===== config.mk =====
export PLATFORM = sky130hd
export DESIGN_NAME = rps_remap_crossbar
export DESIGN_NICKNAME = d
export VERILOG_FILES = /design/src/design/rps_pkg.sv /design/src/design/rps_remap_crossbar.sv
export SDC_FILE = /design/constraint.sdc
export NUM_CORES = 2
export LEC_CHECK = 0
export ABC_CLOCK_PERIOD_IN_PS = 3100
export BUFFER_PORTS_ARGS = -buffer_cell sky130_fd_sc_hd__buf_2
export CAP_MARGIN = 5
export CORE_MARGIN = 2
export CORE_UTILIZATION = 55
export DETAILED_ROUTE_END_ITERATION = 6
export PLACE_DENSITY = 0.74
export SLEW_MARGIN = 15
export SYNTH_ARGS = -nofsm -noshare
export SYNTH_HDL_FRONTEND = slang
export SYNTH_SLANG_ARGS = --single-unit
export TNS_END_PERCENT = 1

===== constraint.sdc =====
create_clock -name ref_clk -period 3.1 [get_ports ref_clk]
set_input_delay 0.155 -clock ref_clk [delete_from_list [all_inputs] [get_ports ref_clk]]
set_output_delay 0.155 -clock ref_clk [all_outputs]
set_load 0.05 [all_outputs]

===== src/design/rps_pkg.sv =====
// Package: register map, field layout, reset values and carriers of the remap crossbar
package rps_pkg;
    localparam int SEL_W = 6;
    localparam int NUM_IN_REGS = 19;
    localparam int NUM_IN_FUNCS = 38;
    localparam int NUM_OUT_CODES = 32;
    localparam int NUM_IO_PINS = 29;
    localparam int NUM_PINS = 33;
    localparam int NUM_OUT_REGS = 15;
    // Field positions inside a select register
    localparam int FLD_LO_POS = 0;
    localparam int FLD_HI_POS = 8;
    // Reset values
    localparam logic [5:0] IN_SEL_RESET = 6'h3f;
    localparam logic [5:0] OUT_SEL_RESET = 6'h00;
    localparam logic [5:0] OUT_CODE_NONE = 6'h00;
    localparam logic [5:0] OUT_CODE_RSVD = 6'h16;
    // Byte addresses
    localparam logic [11:0] ADDR_IN_BASE = 12'h000;
    localparam logic [11:0] ADDR_OUT_BASE = 12'h080;
    localparam logic [11:0] ADDR_OSC_CTRL = 12'h100;
    localparam logic [11:0] ADDR_STATUS = 12'h104;
    localparam logic [7:0] UNLOCK_KEY1 = 8'h46;
    localparam logic [7:0] UNLOCK_KEY2 = 8'h57;
    localparam int LOCK_BIT_POS = 6;
    // Documented register numbers of the input map registers, in slot order
    localparam int IN_REG_NUM [NUM_IN_REGS] = '{0, 1, 2, 3, 5, 6, 7, 8, 11, 12,
                                                18, 19, 20, 21, 22, 23, 25, 28, 29};

    typedef enum logic [1:0] {
        RPS_IDLE,
        RPS_KEY1_SEEN,
        RPS_ARMED
    } rps_unlock_e;

    typedef struct packed {
        logic [NUM_PINS-1:0] level;
        logic [NUM_PINS-1:0] analog;
    } rps_pad_in_s;

    typedef struct packed {
        logic [NUM_IO_PINS-1:0] remap_drive;
        logic [NUM_IO_PINS-1:0] remap_data;
    } rps_pad_out_s;
endpackage


===== src/design/rps_remap_crossbar.sv =====
// Remappable pin crossbar: APB registers, lock sequence, shadow monitor, routing
//
// The address map and the APB interface to the registers are this design's own decisions.
`timescale 1ns/1ps
module rps_remap_crossbar
    import rps_pkg::*;
#(
    parameter int IMPL_IO_PINS = NUM_IO_PINS,
    parameter int IMPL_IN_ONLY_PINS = NUM_PINS - NUM_IO_PINS
) (
    input wire logic ref_clk,
    input wire logic reset,
    input wire logic psel,
    input wire logic penable,
    input wire logic pwrite,
    input wire logic [11:0] paddr,
    input wire logic [31:0] pwdata,
    output logic [31:0] prdata,
    output logic pready,
    output logic pslverr,
    input wire logic [NUM_OUT_CODES-1:0] periph_out,
    output logic [NUM_IN_FUNCS-1:0] periph_in,
    input wire rps_pad_in_s pad_in,
    output rps_pad_out_s pad_out,
    input wire logic [NUM_IO_PINS-1:0] special_drive,
    input wire logic [NUM_IO_PINS-1:0] special_data,
    output logic config_mismatch,
    output logic map_write_lock,
    input wire logic shadow_upset
);
    initial begin
        if (IMPL_IO_PINS < 1 || IMPL_IO_PINS > NUM_IO_PINS ||
            IMPL_IN_ONLY_PINS < 0 || IMPL_IN_ONLY_PINS > NUM_PINS - NUM_IO_PINS)
            $error("rps_remap_crossbar: unsupported pin count");
    end

    // ------------------------------------------------------------
    // Pin synchronisers
    // ------------------------------------------------------------
    logic [NUM_PINS-1:0] pin_meta_q, pin_meta_d, pin_sync_q, pin_sync_d;
    logic [NUM_PINS-1:0] ana_meta_q, ana_meta_d, ana_sync_q, ana_sync_d;

    always_comb begin
        pin_meta_d = pad_in.level;
        pin_sync_d = pin_meta_q;
        ana_meta_d = pad_in.analog;
        ana_sync_d = ana_meta_q;
    end

    always_ff @(posedge ref_clk) begin
        if (reset) begin
            pin_meta_q <= '0;
            pin_sync_q <= '0;
            ana_meta_q <= '1;
            ana_sync_q <= '1;
        end else begin
            pin_meta_q <= pin_meta_d;
            pin_sync_q <= pin_sync_d;
            ana_meta_q <= ana_meta_d;
            ana_sync_q <= ana_sync_d;
        end
    end

    // ------------------------------------------------------------
    // APB decode
    // ------------------------------------------------------------
    logic wr_acc, rd_acc;
    logic [5:0] word_idx;
    logic in_hit, out_hit, osc_hit, stat_hit;
    logic [4:0] in_slot, out_slot;

    assign pready = 1'b1;
    assign pslverr = 1'b0;
    assign wr_acc = psel && penable && pwrite;
    assign rd_acc = psel && penable && !pwrite;

    always_comb begin
        word_idx = paddr[7:2];
        in_slot = '0;
        out_slot = word_idx[4:0];
        in_hit = 1'b0;
        for (int i = 0; i < NUM_IN_REGS; i++) begin
            if (paddr[11:7] == ADDR_IN_BASE[11:7] && paddr[1:0] == 2'b00 &&
                int'(paddr[6:2]) == IN_REG_NUM[i]) begin
                in_hit = 1'b1;
                in_slot = 5'(i);
            end
        end
        out_hit = paddr[11:7] == ADDR_OUT_BASE[11:7] && paddr[1:0] == 2'b00 &&
                  int'(paddr[6:2]) < NUM_OUT_REGS;
        osc_hit = paddr == ADDR_OSC_CTRL;
        stat_hit = paddr == ADDR_STATUS;
    end

    // ------------------------------------------------------------
    // Lock sequence
    // ------------------------------------------------------------
    rps_unlock_e unlock_q, unlock_d;
    logic lock_q, lock_d;

    always_comb begin
        unlock_d = unlock_q;
        lock_d = lock_q;
        if (wr_acc && osc_hit) begin
            unique case (unlock_q)
                RPS_IDLE: begin
                    unlock_d = (pwdata[7:0] == UNLOCK_KEY1) ? RPS_KEY1_SEEN : RPS_IDLE;
                end
                RPS_KEY1_SEEN: begin
                    // Only the two keys back to back arm the update
                    if (pwdata[7:0] == UNLOCK_KEY2)
                        unlock_d = RPS_ARMED;
                    else if (pwdata[7:0] == UNLOCK_KEY1)
                        unlock_d = RPS_KEY1_SEEN;
                    else
                        unlock_d = RPS_IDLE;
                end
                RPS_ARMED: begin
                    lock_d = pwdata[LOCK_BIT_POS];
                    unlock_d = RPS_IDLE;
                end
            endcase
        end
    end

    always_ff @(posedge ref_clk) begin
        if (reset) begin
            unlock_q <= RPS_IDLE;
            lock_q <= 1'b0;
        end else begin
            unlock_q <= unlock_d;
            lock_q <= lock_d;
        end
    end
    assign map_write_lock = lock_q;

    // ------------------------------------------------------------
    // Select registers and shadows
    // ------------------------------------------------------------
    logic [5:0] in_sel_q [2*NUM_IN_REGS];
    logic [5:0] in_sel_d [2*NUM_IN_REGS];
    logic [5:0] out_sel_q [2*NUM_OUT_REGS];
    logic [5:0] out_sel_d [2*NUM_OUT_REGS];
    logic [5:0] in_shd_q [2*NUM_IN_REGS];
    logic [5:0] out_shd_q [2*NUM_OUT_REGS];
    logic mismatch_q, mismatch_d;
    logic differ;

    always_comb begin
        in_sel_d = in_sel_q;
        out_sel_d = out_sel_q;
        // Locked writes are accepted on the bus but dropped here
        if (wr_acc && !lock_q && in_hit) begin
            in_sel_d[2*in_slot] = pwdata[FLD_LO_POS +: SEL_W];
            in_sel_d[2*in_slot+1] = pwdata[FLD_HI_POS +: SEL_W];
        end
        if (wr_acc && !lock_q && out_hit) begin
            // Fields of unimplemented pins stay zero
            if (2*int'(out_slot) < IMPL_IO_PINS)
                out_sel_d[2*out_slot] = pwdata[FLD_LO_POS +: SEL_W];
            if (2*int'(out_slot)+1 < IMPL_IO_PINS)
                out_sel_d[2*out_slot+1] = pwdata[FLD_HI_POS +: SEL_W];
        end
        differ = shadow_upset;
        for (int i = 0; i < 2*NUM_IN_REGS; i++)
            differ = differ || (in_sel_q[i] != in_shd_q[i]);
        for (int i = 0; i < 2*NUM_OUT_REGS; i++)
            differ = differ || (out_sel_q[i] != out_shd_q[i]);
        // Sticky until reset, so a one-cycle upset cannot slip past software
        mismatch_d = mismatch_q || differ;
    end

    // Shadows follow only legal writes, so any other change shows as a difference
    always_ff @(posedge ref_clk) begin
        if (reset) begin
            for (int i = 0; i < 2*NUM_IN_REGS; i++) begin
                in_sel_q[i] <= IN_SEL_RESET;
                in_shd_q[i] <= IN_SEL_RESET;
            end
            for (int i = 0; i < 2*NUM_OUT_REGS; i++) begin
                out_sel_q[i] <= OUT_SEL_RESET;
                out_shd_q[i] <= OUT_SEL_RESET;
            end
            mismatch_q <= 1'b0;
        end else begin
            in_sel_q <= in_sel_d;
            in_shd_q <= in_sel_d;
            out_sel_q <= out_sel_d;
            out_shd_q <= out_sel_d;
            mismatch_q <= mismatch_d;
        end
    end
    assign config_mismatch = mismatch_q;

    // ------------------------------------------------------------
    // Read path
    // ------------------------------------------------------------
    always_comb begin
        prdata = '0;
        if (rd_acc && in_hit) begin
            prdata[FLD_LO_POS +: SEL_W] = in_sel_q[2*in_slot];
            prdata[FLD_HI_POS +: SEL_W] = in_sel_q[2*in_slot+1];
        end else if (rd_acc && out_hit) begin
            prdata[FLD_LO_POS +: SEL_W] = out_sel_q[2*out_slot];
            prdata[FLD_HI_POS +: SEL_W] = out_sel_q[2*out_slot+1];
        end else if (rd_acc && osc_hit) begin
            prdata[LOCK_BIT_POS] = lock_q;
        end else if (rd_acc && stat_hit) begin
            prdata[0] = mismatch_q;
            prdata[2:1] = unlock_q;
        end
    end

    // ------------------------------------------------------------
    // Input routing: one mux per peripheral input, fan-in free
    // ------------------------------------------------------------
    // Compare trigger 1 is slot 0 low, irq 1 slot 0 high
    // spi1 data/clock slot 12, spi1 select slot 13 low
    // spi2 select slot 15 low, timer clock slot 15 high
    logic [NUM_PINS-1:0] pin_digital;
    logic [NUM_PINS-1:0] pin_impl;
    assign pin_digital = pin_sync_q & ~ana_sync_q;

    always_comb begin
        for (int p = 0; p < NUM_PINS; p++)
            pin_impl[p] = (p < IMPL_IO_PINS) ||
                          (p >= NUM_IO_PINS && p < NUM_IO_PINS + IMPL_IN_ONLY_PINS);
    end

    logic [NUM_IN_FUNCS-1:0] periph_in_q, periph_in_d;
    always_comb begin
        for (int f = 0; f < NUM_IN_FUNCS; f++) begin
            // Out-of-range codes read low, which is how reset ties inputs off
            if (int'(in_sel_q[f]) < NUM_PINS && pin_impl[in_sel_q[f]])
                periph_in_d[f] = pin_digital[in_sel_q[f]];
            else
                periph_in_d[f] = 1'b0;
        end
    end

    always_ff @(posedge ref_clk) begin
        if (reset)
            periph_in_q <= '0;
        else
            periph_in_q <= periph_in_d;
    end
    assign periph_in = periph_in_q;

    // ------------------------------------------------------------
    // Output routing per pin, with priority
    // ------------------------------------------------------------
    // The pad merges port and parallel master drive below remap_drive
    // Input maps feed no term here, so the buffer is never claimed
    rps_pad_out_s pad_out_q, pad_out_d;
    always_comb begin
        pad_out_d = '0;
        for (int p = 0; p < NUM_IO_PINS; p++) begin
            if (special_drive[p]) begin
                pad_out_d.remap_drive[p] = 1'b1;
                pad_out_d.remap_data[p] = special_data[p];
            end else if (out_sel_q[p] != OUT_CODE_NONE && out_sel_q[p] != OUT_CODE_RSVD &&
                         int'(out_sel_q[p]) < NUM_OUT_CODES) begin
                // Code 3,4 uart1, 7..9 spi1 by periph_out index
                pad_out_d.remap_drive[p] = 1'b1;
                pad_out_d.remap_data[p] = periph_out[out_sel_q[p][4:0]];
            end
        end
    end

    always_ff @(posedge ref_clk) begin
        if (reset)
            pad_out_q <= '0;
        else
            pad_out_q <= pad_out_d;
    end
    assign pad_out = pad_out_q;

    // ------------------------------------------------------------
    // Checks
    // ------------------------------------------------------------
    chk_locked_write_held: assert property (@(posedge ref_clk) disable iff (reset)
        wr_acc && lock_q && in_hit |=> in_sel_q[2*$past(in_slot)] == $past(in_sel_q[2*in_slot]))
        else $error("locked write changed an input map");
    chk_write_takes: assert property (@(posedge ref_clk) disable iff (reset)
        wr_acc && !lock_q && in_hit |=> in_sel_q[2*$past(in_slot)] == $past(pwdata[5:0]))
        else $error("unlocked write not applied next cycle");
    chk_null_code_off: assert property (@(posedge ref_clk) disable iff (reset)
        out_sel_q[0] == OUT_CODE_NONE && !special_drive[0] |=> !pad_out.remap_drive[0])
        else $error("null output code drove a pin");
    chk_special_wins: assert property (@(posedge ref_clk) disable iff (reset)
        special_drive[2] |=> pad_out.remap_drive[2] && pad_out.remap_data[2] == $past(special_data[2]))
        else $error("special output lost priority");
    chk_uart_code: assert property (@(posedge ref_clk) disable iff (reset)
        out_sel_q[3] == 6'h03 && !special_drive[3] |=> pad_out.remap_data[3] == $past(periph_out[3]))
        else $error("code 3 did not route uart1 transmit");
    chk_analog_blocks: assert property (@(posedge ref_clk) disable iff (reset)
        ana_sync_q[in_sel_q[0] % NUM_PINS] && in_sel_q[0] < 6'h21 |=> !periph_in[0])
        else $error("analog pin reached a remapped input");
    chk_unlock_seq: assert property (@(posedge ref_clk) disable iff (reset)
        $changed(lock_q) |-> $past(unlock_q) == RPS_ARMED)
        else $error("lock changed without unlock keys");
    chk_mismatch_flag: assert property (@(posedge ref_clk) disable iff (reset)
        shadow_upset |=> config_mismatch)
        else $error("shadow difference not flagged");
    cov_unlock: cover property (@(posedge ref_clk) unlock_q == RPS_ARMED);
    cov_fanout: cover property (@(posedge ref_clk) out_sel_q[0] != 0 && out_sel_q[0] == out_sel_q[1]);
    cov_locked_wr: cover property (@(posedge ref_clk) wr_acc && lock_q && out_hit);
endmodule


==> impl_metrics.env <==
export IMPL_cts_tree="built"
export IMPL_status="finished, violations left"
export IMPL_clk_pin_slew_ps=70
export IMPL_routedWlPerCell_um=32.6
export IMPL_ant_nets=0
export IMPL_ir_worst_vdd_mv=0.505
export IMPL_pwr_share_seq=0.416
export IMPL_io_pins=338
export IMPL_path_class="reg2out"
export IMPL_cp_slowest_cell="mux4_2"
export IMPL_seq_area_frac_synth=0.288
export IMPL_critPathMaxStageDelay_ps=540
export IMPL_clock_skew_ps=32.3
export IMPL_first_pass_iters=7
export IMPL_final_cell_mix="mux4_2, dfxtp_1, nor2_1"
export IMPL_async_reset_ff_frac=0
export IMPL_fin_ws_ps=-34.1
export IMPL_fin_crit_sh=1.01
export IMPL_critPathArrivalTime_ps=2980
export IMPL_die_y_um=288
export IMPL_worst_path_max_fanout=12
export IMPL_netlist_instances=4302
export IMPL_pre_cts_ws_ps=-31.6
export IMPL_synth_edf_count=0
export IMPL_ys_flop_type="dfxtp_1"
export IMPL_fmax_mhz=319
export IMPL_slew_headroom=0.301
export IMPL_htreeDepth=3
export IMPL_switching_share=0.269
export IMPL_violations="design-rule violations, negative setup slack"
export IMPL_path_cells="mux4_2, mux4_2, a221oi_2, buf_4, a31oi_2, buf_4, buf_12"
export IMPL_cap_violations=0
export IMPL_end_kind="primary output"
export IMPL_cts_max_path_buffers=3
export IMPL_worst_pin_slew_ps=1040
export IMPL_cts_sinks=640
export IMPL_coreArea_um2=80300
export IMPL_dp_cells=5320
export IMPL_rsz0062_at_grt="yes"
export IMPL_fillers=5909
export IMPL_cts_root_buf="clkbuf_16"
export IMPL_synth_area_um2=44400
export IMPL_hp_class="in2reg"
export IMPL_nets=4703
export IMPL_row_count=104
export IMPL_grt_pass1_vias=40700
export IMPL_routed_wl_mm=183
export IMPL_grt_pass1_wl_mm=266
export IMPL_maxSlewViolCount=0
export IMPL_dr_first_iter_drc_count=7377
export IMPL_holdWs_ps=72.2
export IMPL_place_gp_congestion=1.05
export IMPL_p_leak_nw=19.0
export IMPL_drc=13
export IMPL_ys_seq_elements=640
export IMPL_dp_hpwl_mm=116
export IMPL_layout_cells_non_filler=5617
export IMPL_p_int_mw=14.7
export IMPL_clkLatencyLatePin_ps=660
export IMPL_area_delta_synth_final_pct=16.9
export IMPL_grt_total_usage=0.434
export IMPL_drive_gt1_frac=0.340
export IMPL_p_switching_mw=5.40
export IMPL_powerDensity_nw_per_um2=387
export IMPL_die_area_um2=83000
export IMPL_finalSetupViolations=3
export IMPL_synth_area_leaders="mux4_2, dfxtp_1, mux2i_1, clkbuf_1, nor2_1"
export IMPL_grt_overflow=0
export IMPL_die_w_um=288
export IMPL_start_util=0.553
export IMPL_combPwrFrac=0.107
export IMPL_clockPowerShare=0.477
export IMPL_required_ps=2940
export IMPL_finalPower_mw=20.1
export IMPL_yosys_cell_types_count=79
export IMPL_antenna_found_initial=10
export IMPL_start_kind="register"
export IMPL_io_buffers=298
export IMPL_final_common_cell="mux4_2"
export IMPL_yosys_warnings=0
export IMPL_hold_viol=0
export IMPL_avgSynthCellArea_um2=10.3
export IMPL_cts_buffers=74
export IMPL_yosysTopAreaCell="mux4_2"
export IMPL_vias=42000
export IMPL_grt_max_degree=163
export IMPL_synth_top_area_frac=0.338
export IMPL_layout_min_cycle_time_ps=3130
export IMPL_avgViaCountPerCell=7.48
state kept, by name, summed over array words and instances, names as in the netlist:
register / count
in_shd_q: 228
out_shd_q: 180
pad_out: 58
periph_in: 38
ana_meta_q: 33
ana_sync_q: 33
pin_meta_q: 33
pin_sync_q: 33
unlock_q: 2
config_mismatch: 1
map_write_lock: 1
layout make-up:
| class | count | area, um2 | area share |
|---|---|---|---|
| timing repair buffer | 737 | 5870 | 0.113 |
| multi-input combinational | 3011 | 29100 | 0.560 |
| clock buffer | 94 | 2030 | 0.0390 |
| sequential | 640 | 12900 | 0.248 |
| clock inverter | 41 | 617 | 0.0119 |
| antenna | 3 | 7.51 | 0.000145 |
| tap | 1060 | 1330 | 0.0255 |
| inverter | 31 | 119 | 0.00229 |
timing repair:
action                     in CTS  in global routing
hold buffers                  158                  0
setup endpoints to repair       6                 13
setup buffers                   1                  0
gates resized for setup        41                 19
hold endpoints to repair      157                  0
pin swaps                       1                  0
worst max-delay path: cells and delay by family (launching register included):
family	cells	cell delay, ps
DFF	1	400
muxes	2	1050
buffers and inverters	3	510
AOI/OAI and AO/OA	2	340
Yosys cell counts, types with 17 or more instances:
master	instances
a211o_1	74
a211oi_1	57
a21oi_1	166
a22o_1	17
a31oi_1	56
and3_1	20
buf_1	71
buf_2	55
buf_4	32
clkbuf_1	479
dfxtp_1	640
inv_1	21
mux2i_1	241
mux4_2	666
nand2_1	361
nand2b_1	40
nand3_1	98
nor2_1	445
nor2b_1	157
nor3_1	43
nor4_1	45
o211ai_1	132
o21ai_0	85
or2_2	69
or3_1	29
power by group through the flow:
stage | Clock (mW) | Combinational, mW | Sequential [mW]
3_3_place_gp | 0 | 1.84 | 8.55
4_1_cts | 9.61 | 2.02 | 8.37
5_1_grt | 9.94 | 2.18 | 8.38
2_1_floorplan | 0 | 1.03 | 8.67
3_5_place_dp | 0 | 1.86 | 8.55
6_report | 9.59 | 2.15 | 8.37
worst paths after layout:
path | cells past startpoint | start | slack, ps | to
hold reg to reg | 1 | ana_meta_q[5] | 400 | ana_sync_q[5]
setup reg to reg | 7 | out_shd_q[36] | 90 | pad_out[23]
setup / recovery | 7 | out_shd_q[43] | -30 | prdata[1]
hold / removal | 3 | pwdata[2] | 70 | out_shd_q[152]
metrics by stage:
stage	cell area (um2)	utilization	setup TNS (ps)
6_report	51900	0.647	-62.5
3_3_place_gp	47500	0.592	0
4_1_cts	51900	0.646	-11.3
5_1_grt	51900	0.647	-274
2_1_floorplan	44500	-	0
3_5_place_dp	47500	0.592	-31.6
kinds of logic after synthesis:
family | share of synthesized area
other | 0.000169
adder cells (fa/ha/maj) | 0.000563
multiplexers | 0.395
buffers and inverters | 0.0612
AND/OR/NAND/NOR | 0.150
flip-flops | 0.288
AO/OA/AOI/OAI | 0.105
routing by layer:
layer	GRT usage	vias to the layer above	wire length (um)
met1	0.561	20100	62200
met4	0.260	16	13600
met2	0.599	4158	74600
met3	0.193	1127	32300
li1	-	16600	-
met5	0.00739	-	187
Note: power is estimated with default switching activity, not from simulation.
